## config.mk

```make
export PLATFORM = sky130hd
export DESIGN_NAME = snf_feature_regs
export DESIGN_NICKNAME = d
export VERILOG_FILES = /design/src/hdl/snf_busy_timer.v /design/src/hdl/snf_feature_regs.v
export VERILOG_INCLUDE_DIRS = /design/src /design/src/hdl
export SDC_FILE = /design/constraint.sdc
export NUM_CORES = 1
export LEC_CHECK = 0
export BUFFER_PORTS_ARGS = -buffer_cell sky130_fd_sc_hd__buf_4
export CAP_MARGIN = 0
export CELL_PAD_IN_SITES_DETAIL_PLACEMENT = 1
export CELL_PAD_IN_SITES_GLOBAL_PLACEMENT = 1
export CORE_UTILIZATION = 50
export CTS_CLUSTER_SIZE = 8
export DETAILED_ROUTE_END_ITERATION = 8
export PLACE_DENSITY = 0.82
export SLEW_MARGIN = 20
export SYNTH_ARGS = -nofsm -noshare
export SYNTH_HDL_FRONTEND = slang
export SYNTH_SLANG_ARGS = --single-unit
```

## constraint.sdc

```tcl
create_clock -name clock -period 3.1 [get_ports clock]
set_input_delay 0.62 -clock clock [delete_from_list [all_inputs] [get_ports clock]]
set_output_delay 0.62 -clock clock [all_outputs]
set_load 0.02 [all_outputs]
```

## src/hdl/snf_consts.vh

```
// snf_consts.vh: constants of the serial feature-register front end
// assumes inclusion by bare name from the design files
`ifndef SNF_CONSTS_VH
`define SNF_CONSTS_VH
// -----------------------------------------------------------------
// opcodes
// -----------------------------------------------------------------
`define SNF_OP_GET_FEATURE 8'h0f
`define SNF_OP_SET_FEATURE 8'h1f
`define SNF_OP_WRITE_ENABLE 8'h06
`define SNF_OP_WRITE_DISABLE 8'h04
`define SNF_OP_RESET 8'hff
`define SNF_OP_PROGRAM_EXECUTE 8'h10
`define SNF_OP_PAGE_READ 8'h13
`define SNF_OP_BLOCK_ERASE 8'hd8
// -----------------------------------------------------------------
// feature addresses and reset values
// -----------------------------------------------------------------
`define SNF_ADDR_PROTECT 8'ha0
`define SNF_ADDR_OTP 8'hb0
`define SNF_ADDR_STATUS 8'hc0
`define SNF_ADDR_DRIVE 8'hd0
`define SNF_RST_PROTECT 8'h38
`define SNF_RST_OTP 8'h10
`define SNF_RST_DRIVE 8'h20
// writable bit masks; reserved bits read zero
`define SNF_MASK_PROTECT 8'hb8
`define SNF_MASK_OTP 8'hd0
`define SNF_MASK_DRIVE 8'h60
// -----------------------------------------------------------------
// field positions
// -----------------------------------------------------------------
`define SNF_BIT_LOCK_WD 7
`define SNF_BIT_RANGE_HI 5
`define SNF_BIT_RANGE_LO 3
`define SNF_BIT_OTP_PROT 7
`define SNF_BIT_OTP_EN 6
`define SNF_BIT_ECC_EN 4
`define SNF_BIT_DRV_HI 6
`define SNF_BIT_DRV_LO 5
`define SNF_BIT_ECCS_HI 5
`define SNF_BIT_ECCS_LO 4
`define SNF_BIT_PFAIL 3
`define SNF_BIT_EFAIL 2
`define SNF_BIT_WEL 1
`define SNF_BIT_BUSY 0
// -----------------------------------------------------------------
// timing, clock 250 MHz
// -----------------------------------------------------------------
// sized to the timer width so no cycle count is cut silently
`define SNF_CLK_MHZ 24'hfa
`define SNF_PAGE_LOAD_US 24'h64
`define SNF_PROGRAM_US 24'h384
`define SNF_ERASE_US 24'h2710
`define SNF_RST_IDLE_US 24'h5
`define SNF_RST_READ_US 24'h64
`define SNF_RST_PROG_US 24'h384
`define SNF_RST_ERASE_US 24'h1f4
`define SNF_RST_FIRST_US 24'h3e8
// no time rounds: us times MHz is exact
`define SNF_CYC(us) ((us) * `SNF_CLK_MHZ)
`endif

```

## src/hdl/snf_busy_timer.v

```verilog
// snf_busy_timer.v: down-counter that holds busy for a loaded cycle count
// assumes the load pulse and count come from the same clock domain
`timescale 1ns/1ps
module snf_busy_timer #(
  parameter WIDTH = 24
) (
  input wire clock,
  input wire nrst,
  input wire load,
  input wire [WIDTH-1:0] cycles,
  output reg busy,
  output reg done
);
  reg [WIDTH-1:0] count_q;
  always @(posedge clock or negedge nrst)
  begin
    if (!nrst)
    begin
      count_q <= {WIDTH{1'b0}};
      busy <= 1'b0;
      done <= 1'b0;
    end
    else
    begin
      done <= 1'b0;
      if (load)
      begin
        count_q <= cycles;
        busy <= 1'b1;
      end
      else if (busy)
      begin
        if (count_q <= {{(WIDTH-1){1'b0}}, 1'b1})
        begin
          busy <= 1'b0;
          done <= 1'b1;
        end
        count_q <= count_q - {{(WIDTH-1){1'b0}}, 1'b1};
      end
    end
  end
endmodule

```

## src/hdl/snf_feature_regs.v

```verilog
// snf_feature_regs.v: serial front end with feature registers and write latch
// assumes sck, csN, si arrive asynchronously; clock well above 4x sck
//
// What this block and its host do
// works in clock mode 0 and mode 3
// sample on rising sck, shift on falling
// host idles sck while deselected
// host keeps deselect gaps, sck limit
// get/set feature take one address byte
// feature values survive reset command
// protect range code selects locked array fraction
// block lock powers up at 38h
// lock write-disable bit stays writable
// otp bit4 enables ecc, reset 10h
// otp bits 7..6 select otp state
// status readable while busy
// status field layout busy wel fails ecc
// write latch clear after power-up
// drive register 20h, bits 6..5 strength
// 06h sets write latch
// 04h clears write latch, blocks writes
// busy for load, program, erase times
// host limits partial programs per page
// reset busy time by state, first longer
// busy flag tracks running operations
// ecc status codes
// program fail set/cleared
// erase fail set/cleared
// reserved bits zero, status not writable
`timescale 1ns/1ps
`include "snf_consts.vh"
module snf_feature_regs #(
  parameter TW = 24,
  parameter [TW-1:0] PAGE_LOAD_CYC = `SNF_CYC(`SNF_PAGE_LOAD_US),
  parameter [TW-1:0] PROGRAM_CYC = `SNF_CYC(`SNF_PROGRAM_US),
  parameter [TW-1:0] ERASE_CYC = `SNF_CYC(`SNF_ERASE_US),
  parameter [TW-1:0] RST_IDLE_CYC = `SNF_CYC(`SNF_RST_IDLE_US),
  parameter [TW-1:0] RST_READ_CYC = `SNF_CYC(`SNF_RST_READ_US),
  parameter [TW-1:0] RST_PROG_CYC = `SNF_CYC(`SNF_RST_PROG_US),
  parameter [TW-1:0] RST_ERASE_CYC = `SNF_CYC(`SNF_RST_ERASE_US),
  parameter [TW-1:0] RST_FIRST_CYC = `SNF_CYC(`SNF_RST_FIRST_US)
) (
  input wire clock,
  input wire nrst,
  input wire sck,
  input wire csN,
  input wire si,
  output reg so,
  output reg soOeN,
  input wire wpN,
  input wire arrayFail,
  input wire [1:0] eccResult,
  output reg [2:0] protectRange,
  output reg lockRegWriteDisable,
  output reg eccEnable,
  output reg [1:0] otpState,
  output reg [1:0] driveStrength,
  output reg busyFlag,
  output reg writeEnableLatch
);
  // -----------------------------------------------------------------
  // synchronisers
  // -----------------------------------------------------------------
  reg [1:0] sckMeta_q;
  reg [1:0] csMeta_q;
  reg [1:0] siMeta_q;
  reg [1:0] wpMeta_q;
  reg sckPrev_q;
  wire sckS = sckMeta_q[1];
  wire csS = csMeta_q[1];
  wire siS = siMeta_q[1];
  wire wpS = wpMeta_q[1];
  // edges are found from sck level alone, so polarity at idle is free
  wire sckRise = sckS & ~sckPrev_q & ~csS;
  wire sckFall = ~sckS & sckPrev_q & ~csS;
  always @(posedge clock or negedge nrst)
  begin
    if (!nrst)
    begin
      sckMeta_q <= 2'h0;
      csMeta_q <= 2'h3;
      siMeta_q <= 2'h0;
      wpMeta_q <= 2'h3;
      sckPrev_q <= 1'b0;
    end
    else
    begin
      sckMeta_q <= {sckMeta_q[0], sck};
      csMeta_q <= {csMeta_q[0], csN};
      siMeta_q <= {siMeta_q[0], si};
      wpMeta_q <= {wpMeta_q[0], wpN};
      sckPrev_q <= sckS;
    end
  end

  // -----------------------------------------------------------------
  // state
  // -----------------------------------------------------------------
  localparam [3:0] ST_OP = 4'h1;
  localparam [3:0] ST_ADDR = 4'h2;
  localparam [3:0] ST_DATA = 4'h4;
  localparam [3:0] ST_SKIP = 4'h8;
  localparam [1:0] OPK_NONE = 2'h0;
  localparam [1:0] OPK_READ = 2'h1;
  localparam [1:0] OPK_PROG = 2'h2;
  localparam [1:0] OPK_ERASE = 2'h3;

  reg [3:0] state_q;
  reg [7:0] shift_q;
  reg [2:0] bitCnt_q;
  reg [7:0] opcode_q;
  reg [7:0] featAddr_q;
  reg [7:0] outShift_q;
  reg [7:0] protect_q;
  reg [7:0] otp_q;
  reg [7:0] drive_q;
  reg [1:0] eccStat_q;
  reg progFail_q;
  reg eraseFail_q;
  reg wel_q;
  reg [1:0] opKind_q;
  reg resetting_q;
  reg firstReset_q;
  reg timerLoad_q;
  reg [TW-1:0] timerCycles_q;
  wire timerBusy;
  wire timerDone;

  snf_busy_timer #(.WIDTH(TW)) uTimer (
    .clock(clock),
    .nrst(nrst),
    .load(timerLoad_q),
    .cycles(timerCycles_q),
    .busy(timerBusy),
    .done(timerDone)
  );

  // busy also covers the load cycle so no gap shows
  wire busyNow = timerBusy | timerLoad_q;

  wire [7:0] statusByte = {2'h0, eccStat_q, progFail_q, eraseFail_q,
    wel_q, busyNow};

  function [7:0] read_feature;
    input [7:0] addr;
    begin
      case (addr)
        `SNF_ADDR_PROTECT: read_feature = protect_q;
        `SNF_ADDR_OTP: read_feature = otp_q;
        `SNF_ADDR_STATUS: read_feature = statusByte;
        `SNF_ADDR_DRIVE: read_feature = drive_q;
        default: read_feature = 8'h00;
      endcase
    end
  endfunction

  function [TW-1:0] reset_time;
    input first;
    input [1:0] kind;
    input running;
    begin
      if (first)
        reset_time = RST_FIRST_CYC;
      else if (!running)
        reset_time = RST_IDLE_CYC;
      else
      begin
        case (kind)
          OPK_READ: reset_time = RST_READ_CYC;
          OPK_PROG: reset_time = RST_PROG_CYC;
          OPK_ERASE: reset_time = RST_ERASE_CYC;
          default: reset_time = RST_IDLE_CYC;
        endcase
      end
    end
  endfunction

  wire [7:0] byteIn = {shift_q[6:0], siS};
  wire byteDone = sckRise & (bitCnt_q == 3'h7);
  // locked when protect range covers everything; finer ranges need row address
  wire fullyLocked = (protect_q[`SNF_BIT_RANGE_HI:`SNF_BIT_RANGE_LO] == 3'h7);

  // -----------------------------------------------------------------
  // command engine
  // -----------------------------------------------------------------
  always @(posedge clock or negedge nrst)
  begin
    if (!nrst)
    begin
      state_q <= ST_OP;
      shift_q <= 8'h00;
      bitCnt_q <= 3'h0;
      opcode_q <= 8'h00;
      featAddr_q <= 8'h00;
      outShift_q <= 8'h00;
      protect_q <= `SNF_RST_PROTECT;
      otp_q <= `SNF_RST_OTP;
      drive_q <= `SNF_RST_DRIVE;
      eccStat_q <= 2'h0;
      progFail_q <= 1'b0;
      eraseFail_q <= 1'b0;
      wel_q <= 1'b0;
      opKind_q <= OPK_NONE;
      resetting_q <= 1'b0;
      firstReset_q <= 1'b1;
      timerLoad_q <= 1'b0;
      timerCycles_q <= {TW{1'b0}};
    end
    else
    begin
      timerLoad_q <= 1'b0;
      if (timerDone)
      begin
        if (opKind_q == OPK_READ && !resetting_q)
          eccStat_q <= otp_q[`SNF_BIT_ECC_EN] ? eccResult : 2'h0;
        if (opKind_q == OPK_PROG && arrayFail)
          progFail_q <= 1'b1;
        if (opKind_q == OPK_ERASE && arrayFail)
          eraseFail_q <= 1'b1;
        if (opKind_q == OPK_PROG || opKind_q == OPK_ERASE)
          wel_q <= 1'b0;
        opKind_q <= OPK_NONE;
        resetting_q <= 1'b0;
      end
      if (csS)
      begin
        // deselect ends any command; partial bytes are dropped
        state_q <= ST_OP;
        bitCnt_q <= 3'h0;
      end
      else
      begin
        if (sckRise)
        begin
          shift_q <= byteIn;
          bitCnt_q <= bitCnt_q + 3'h1;
        end
        if (sckFall)
          outShift_q <= {outShift_q[6:0], 1'b0};
        if (byteDone)
        begin
          case (state_q)
            ST_OP:
            begin
              opcode_q <= byteIn;
              state_q <= ST_SKIP;
              case (byteIn)
                `SNF_OP_GET_FEATURE, `SNF_OP_SET_FEATURE: state_q <= ST_ADDR;
                `SNF_OP_WRITE_ENABLE: wel_q <= 1'b1;
                `SNF_OP_WRITE_DISABLE: wel_q <= 1'b0;
                `SNF_OP_RESET:
                begin
                  // feature registers keep their values
                  timerCycles_q <= reset_time(firstReset_q, opKind_q, busyNow);
                  timerLoad_q <= 1'b1;
                  firstReset_q <= 1'b0;
                  resetting_q <= 1'b1;
                  // an aborted program or erase must not flag a fail afterwards
                  opKind_q <= OPK_NONE;
                  eccStat_q <= 2'h0;
                  progFail_q <= 1'b0;
                  eraseFail_q <= 1'b0;
                  wel_q <= 1'b0;
                end
                `SNF_OP_PAGE_READ:
                  if (!busyNow)
                  begin
                    timerCycles_q <= PAGE_LOAD_CYC;
                    timerLoad_q <= 1'b1;
                    opKind_q <= OPK_READ;
                    eccStat_q <= 2'h0;
                  end
                `SNF_OP_PROGRAM_EXECUTE:
                  if (!busyNow)
                  begin
                    progFail_q <= 1'b0;
                    if (!wel_q || fullyLocked)
                      progFail_q <= wel_q;
                    else
                    begin
                      timerCycles_q <= PROGRAM_CYC;
                      timerLoad_q <= 1'b1;
                      opKind_q <= OPK_PROG;
                    end
                  end
                `SNF_OP_BLOCK_ERASE:
                  if (!busyNow)
                  begin
                    eraseFail_q <= 1'b0;
                    if (!wel_q || fullyLocked)
                      eraseFail_q <= wel_q;
                    else
                    begin
                      timerCycles_q <= ERASE_CYC;
                      timerLoad_q <= 1'b1;
                      opKind_q <= OPK_ERASE;
                    end
                  end
                default: state_q <= ST_SKIP;
              endcase
            end
            ST_ADDR:
            begin
              featAddr_q <= byteIn;
              state_q <= ST_DATA;
              if (opcode_q == `SNF_OP_GET_FEATURE)
                outShift_q <= read_feature(byteIn);
            end
            ST_DATA:
            begin
              state_q <= ST_SKIP;
              if (opcode_q == `SNF_OP_SET_FEATURE)
              begin
                case (featAddr_q)
                  `SNF_ADDR_PROTECT:
                  begin
                    // write-disable bit itself always writable
                    if (protect_q[`SNF_BIT_LOCK_WD] && !wpS)
                      protect_q[`SNF_BIT_LOCK_WD] <= byteIn[`SNF_BIT_LOCK_WD];
                    else
                      protect_q <= byteIn & `SNF_MASK_PROTECT;
                  end
                  `SNF_ADDR_OTP: otp_q <= byteIn & `SNF_MASK_OTP;
                  `SNF_ADDR_DRIVE: drive_q <= byteIn & `SNF_MASK_DRIVE;
                  default: state_q <= ST_SKIP; // status ignores writes
                endcase
              end
            end
            default: state_q <= ST_SKIP;
          endcase
        end
      end
    end
  end

  // -----------------------------------------------------------------
  // outputs
  // -----------------------------------------------------------------
  always @(posedge clock or negedge nrst)
  begin
    if (!nrst)
    begin
      so <= 1'b0;
      soOeN <= 1'b1;
      protectRange <= 3'h7;
      lockRegWriteDisable <= 1'b0;
      eccEnable <= 1'b1;
      otpState <= 2'h0;
      driveStrength <= 2'h1;
      busyFlag <= 1'b0;
      writeEnableLatch <= 1'b0;
    end
    else
    begin
      // drive only from the get-feature data phase until deselect
      // keeps driving past the data byte so its last bit is not cut
      soOeN <= ~(~csS && (state_q == ST_DATA || state_q == ST_SKIP) &&
        opcode_q == `SNF_OP_GET_FEATURE);
      // first fall after the address presents bit 7, later falls the rest
      if (sckFall)
        so <= outShift_q[7];
      protectRange <= protect_q[`SNF_BIT_RANGE_HI:`SNF_BIT_RANGE_LO];
      lockRegWriteDisable <= protect_q[`SNF_BIT_LOCK_WD];
      eccEnable <= otp_q[`SNF_BIT_ECC_EN];
      otpState <= otp_q[`SNF_BIT_OTP_PROT:`SNF_BIT_OTP_EN];
      driveStrength <= drive_q[`SNF_BIT_DRV_HI:`SNF_BIT_DRV_LO];
      busyFlag <= busyNow;
      writeEnableLatch <= wel_q;
    end
  end
endmodule

```

* Word-level counts from Yosys, hierarchy flattened
Index checks and enable logic that the tools add are counted.
Word-level totals: bits in registers 129, input bits 9, output and inout port bits 13
Cells by class: $add $sub $neg 2, magnitude comparators 1, equal/unequal tests 31, mux-type cells 79, bitwise gates (word level) 11, reduce and logical (&&, ||, !) cells 28
Operators by type and width (count):
- 24-bit two-way mux | 7
- 24-bit case mux with 4 select lines | 1
- 8-bit == test (second input constant) | 9
- 18-bit case mux with 3 select lines | 1
- 18-bit two-way mux | 2
- 1-bit two-way mux | 35
- 8-bit by 5-bit == test with 1-bit output (second input constant) | 4
- 2-bit two-way mux | 16
- 8-bit two-way mux | 4
- 8-bit case mux with 4 select lines | 1
- 24-bit by 1-bit <= comparator with 1-bit output (second input constant) | 1
- 24-bit by 1-bit subtractor with 24-bit output (second input constant) | 1
- 8-bit by 3-bit == test with 1-bit output (second input constant) | 2
- 8-bit by 4-bit == test with 1-bit output (second input constant) | 2
- 5-bit AND reduction | 3
- 4-bit two-way mux | 3
- 2-bit inequality test (second input constant) | 5
- 9-bit AND reduction | 1
- 2-bit case mux with 4 select lines | 1
- 4-bit case mux with 2 select lines | 1
- 3-bit == test (second input constant) | 2
- 1-bit logical AND | 6
- 3-bit two-way mux | 2
- 1-bit case mux with 2 select lines | 3
- other kinds (21) | 39

* Logic depth before layout (Yosys ltp)
depth in word-level cells 9, mapped depth 9, gate-level depth less buffers 7

* Modules after synthesis
A second synthesis with hierarchy kept.
Unflattened totals: cells, all modules 533, area total of the unflattened synthesis 5739.3 um2
By module, submodules not included:
- snf_feature_regs | instances 1, cells an instance 368, area each 4250.3 um2, seq. area each 2398.6 um2
- snf_busy_timer | instances 1, cells an instance 165, area each 1488.9 um2, seq. area each 650.6 um2

* Worst setup path after synthesis
No wires, ideal clock.
path type register -> register, start point reg siMeta_q[1], end point reg timerCycles_q[13], setup time 0.125 ns, arrival 2.128 ns, path slack 0.847 ns, stages on the path, launching flop included 10, path buffers 4, clock period less this slack 2.253 ns, path through dfrtp_1 -> buf_6 -> or4_1 -> buf_2 -> o22ai_2 -> nor3b_2 -> o21a_1 -> buf_6 -> buf_12 -> mux2_4
Between the ends: longest elaborated chain between the ends 3, elaborated cells on any way between the ends 12
Ends and longest elaborated chain:
- start: declaration | RTL line snf_feature_regs.v:66 | reg [1:0] siMeta_q;
- start signal: assignment | RTL line snf_feature_regs.v:90 | siMeta_q <= {siMeta_q[0], si};
- 8-bit == test or 8-bit by 5-bit == test with 1-bit output (tied branches) | RTL line snf_feature_regs.v:247 | case (byteIn)
- 4-bit nonzero test (no line) or 2-bit inequality test (tied branches)
- 9-bit AND reduction (no line)
- end signal: assignment | RTL line snf_feature_regs.v:207 | timerCycles_q <= {TW{1'b0}};
- end signal: assignment | RTL line snf_feature_regs.v:254 | timerCycles_q <= reset_time(firstReset_q, opKind_q, busyNow);
- end: declaration | RTL line snf_feature_regs.v:125 | reg [TW-1:0] timerCycles_q;
Parallel ways exist; a longest one is shown, timed or not. A chain may end at the register's enable or synchronous reset.

* Worst setup path after layout
start point reg shift_q[4], end point reg timerCycles_q[8]
Between the ends: longest elaborated chain between the ends 3, elaborated cells on any way between the ends 12
Ends and longest elaborated chain:
- start: declaration | RTL line snf_feature_regs.v:109 | reg [7:0] shift_q;
- start signal: assignment | RTL line snf_feature_regs.v:235 | shift_q <= byteIn;
- 8-bit == test or 8-bit by 5-bit == test with 1-bit output (tied branches) | RTL line snf_feature_regs.v:247
- 4-bit nonzero test (no line) or 2-bit inequality test (tied branches)
- 9-bit AND reduction (no line)
Parallel ways exist; a longest one is shown, timed or not.

==> impl_metrics.env <==
export IMPL_synth_top_cell_by_area="dfrtp_1"
export IMPL_die_h_microns=108.3
export IMPL_synth_main_ff_cell="dfrtp_1"
export IMPL_drive_gt1_frac=0.2377
export IMPL_hold_class="in2async"
export IMPL_seq_area_frac_synth=0.5399
export IMPL_synth_fp_nets=527
export IMPL_avgRoutedWirePerCell_microns=20.03
export IMPL_total_power_mw=3.937
export IMPL_grt_overflow_total=0
export IMPL_cts_tree="built"
export IMPL_via_per_inst=5.815
export IMPL_clk_latency_ns=0.43
export IMPL_p_leak_nw=2.908
export IMPL_tightest_slew_ns=0.7954
export IMPL_period_needed_ns=2.621
export IMPL_clk_pin_slew_ns=0.06
export IMPL_cts_htree_levels=4
export IMPL_rsz0062_at_grt="no"
export IMPL_slew_violations=0
export IMPL_firstDrtPassIters=4
export IMPL_skew_ns=0.007780
export IMPL_finalSetupViolCount=0
export IMPL_antenna_cells=0
export IMPL_cts_resized=0
export IMPL_track_usage=0.2586
export IMPL_clock_sinks=121
export IMPL_remaining_drc_errors=0
export IMPL_synth_edf_count=0
export IMPL_root_buffer="clkbuf_16"
export IMPL_gp_congestion=0.8671
export IMPL_critical_path_peak_fanout=16
export IMPL_vias=3995
export IMPL_synthTopCellsByArea="dfrtp_1 (46%), dfstp_2 (7.9%), mux2_2 (6.0%)"
export IMPL_grt_antenna_before_repair=0
export IMPL_num_fill_cells=1157
export IMPL_start_util=0.5165
export IMPL_dp_hpwl_microns=9162
export IMPL_area_growth_pct=14.40
export IMPL_cap_viol_max_count=0
export IMPL_numPlacedInstances=655
export IMPL_startpoint_type="flop"
export IMPL_io_buffers=21
export IMPL_final_cell_mix="dfrtp_1 (104), nand2_1 (59), nor2_1 (36)"
export IMPL_netlist_area_leader_share=0.4608
export IMPL_final_common_cell="dfrtp_1"
export IMPL_fp_dieArea_sq_um=11720
export IMPL_fin_tns_setup_ns=0
export IMPL_syn_area_sq_um=5648
export IMPL_fmax_mhz=381.6
export IMPL_yosys_warnings=0
export IMPL_path_class="reg2reg"
export IMPL_post_cts_buffers=0
export IMPL_ir_worst_vdd_uv=534.4
export IMPL_min_period_over_period=0.8454
export IMPL_cellPowerDensity_nw_per_um2=609.3
export IMPL_cp_slowest_cell="dfrtp_1"
export IMPL_cts_buffer_depth=2
export IMPL_grt_pass1_vias=4303
export IMPL_synth_cell_types=68
export IMPL_die_x_microns=108.3
export IMPL_syn_inst=514
export IMPL_worstPathRequired_ns=3.41
export IMPL_core_area_sq_um=10940
export IMPL_numCtsBuffers=17
export IMPL_placed_area_sq_um=5909
export IMPL_pin_count=22
export IMPL_hold_buffers=0
export IMPL_status="finished clean"
export IMPL_syn_area_per_cell_sq_um=10.99
export IMPL_critPathArrivalTime_ns=2.93
export IMPL_drt_initial_drc_count=229
export IMPL_slew_headroom=0.4697
export IMPL_setup_worst_path_end_class="flop"
export IMPL_hold_violations=0
export IMPL_finish_instance_area_sq_um=6461
export IMPL_wirelength_microns=13760
export IMPL_cp_cell_sequence="nor4b_2 -> nand4b_1 -> a211oi_1 -> o21a_1 -> buf_4 -> mux2_2"
export IMPL_fin_nets=547
export IMPL_ys_ff_latch=121
export IMPL_drtAntennaViolNets=0
export IMPL_ys_async_sr_fraction=1.000
export IMPL_fin_cells=687
export IMPL_grt_first_pass_wirelength_microns=22330
export IMPL_grt_max_degree=61
export IMPL_slowest_delay_ns=0.53
export IMPL_row_count=38
==> registers in the layout, indices dropped and copies added, names as in the netlist, 2 cells and up <==
| signal | flops |
|---|---|
| bitCnt_q | 3 |
| featAddr_q | 8 |
| opcode_q | 8 |
| outShift_q | 8 |
| siMeta_q | 2 |
| protect_q | 4 |
| sckMeta_q | 2 |
| protectRange | 3 |
| timerCycles_q | 16 |
| uTimer.count_q | 24 |
| drive_q | 2 |
| driveStrength | 2 |
| otp_q | 3 |
| wpMeta_q | 2 |
| shift_q | 7 |
| eccStat_q | 2 |
| state_q | 4 |
| csMeta_q | 2 |
| opKind_q | 2 |
| otpState | 2 |
==> cell usage after synthesis (all sizes together), types with 3 or more instances <==
| library cell | count |
|---|---|
| nor4 | 4 |
| nand4b | 5 |
| nand3b | 4 |
| clkbuf | 17 |
| nor4b | 4 |
| or4 | 4 |
| o221a | 4 |
| buf | 12 |
| inv | 14 |
| mux2i | 13 |
| and3 | 3 |
| nand3 | 14 |
| o22ai | 4 |
| nand2 | 59 |
| nor3b | 6 |
| o21a | 3 |
| o31ai | 3 |
| or3 | 8 |
| nand4 | 5 |
| a21o | 4 |
| a31oi | 3 |
| o211ai | 3 |
| ha | 4 |
| nor2 | 37 |
| xnor2 | 7 |
| o21ai | 32 |
| a21oi | 17 |
| nor3 | 8 |
| nand2b | 6 |
| nor2b | 3 |
| and2 | 5 |
| xor2 | 17 |
| mux2 | 34 |
| dfstp | 17 |
| dfrtp | 104 |
| and4 | 4 |
==> worst max-delay path, delay by kind of cell, from the launching register on <==
family,cells,cell delay (ns)
AOI/OAI and AO/OA,2,0.65
buffers and inverters,1,0.26
DFF,1,0.53
muxes,1,0.38
and+or+nand+nor,2,0.69
==> path summary, 6_finish.rpt <==
path	from	to	slack, ns	cells after the start
worst max register to register	shift_q[4]$_DFFE_PN0P_	timerCycles_q[8]$_DFFE_PN0P_	0.48	6
max in group asynchronous	nrst	wpMeta_q[1]$_DFF_PN1_	1.97	2
worst max-delay path	shift_q[4]$_DFFE_PN0P_	timerCycles_q[8]$_DFFE_PN0P_	0.48	6
worst min-delay path	nrst	uTimer.count_q[20]$_DFFE_PN0N_	0.26	1
worst min register to register	sckMeta_q[0]$_DFF_PN0_	sckMeta_q[1]$_DFF_PN0_	0.35	0
min in group clock	wpN	wpMeta_q[0]$_DFF_PN1_	0.30	1
==> layer usage <==
metal	vias up	global-route usage	part of all wire
li1	1864	-	-
met1	2045	0.3060	0.43
met2	59	0.4381	0.51
met3	27	0.06269	0.029
met4	0	0.1313	0.029
met5	-	0	0
==> logic make-up (layout without fill, tap and decap cells) <==
family	Yosys count	after routing	share of synthesized area
AND/OR/NAND/NOR	186	186	0.1805
multiplexers	47	47	0.09349
XOR/XNOR	24	24	0.03722
flip-flops	121	121	0.5399
buffers and inverters	43	76	0.03611
AO/OA/AOI/OAI	89	89	0.1039
adder cells (fa/ha/maj)	4	4	0.008862
==> through the flow <==
stage / setup slack (ns) / utilization / hold slack (ns)
floorplan: 0.8473 / - / 0.3244
global placement: 0.6353 / 0.5404 / 0.3337
detailed placement: 0.5710 / 0.5404 / 0.3363
CTS: 0.5372 / 0.5908 / 0.2840
global route: 0.3511 / 0.5908 / 0.2836
finish: 0.4791 / 0.5908 / 0.2649
==> final cells by class <==
type,instances,area [sq um],share of cell area
flip-flops and latches,121,3049,0.4719
multi-input cells,350,2395,0.3706
clock buffers,24,481.7,0.07455
repair buffers,30,237.7,0.03679
well taps,140,175.2,0.02711
clock inverters,8,70.07,0.01084
inverters,14,52.55,0.008133
==> report_power, final <==
group	total, mW	switching [mW]	internal (mW)
logic	0.304	0.172	0.133
clock network	1.84	0.685	1.16
registers	1.79	0.135	1.66
total	3.94	0.992	2.95
No activity file was read; power rests on OpenSTA's default activity.
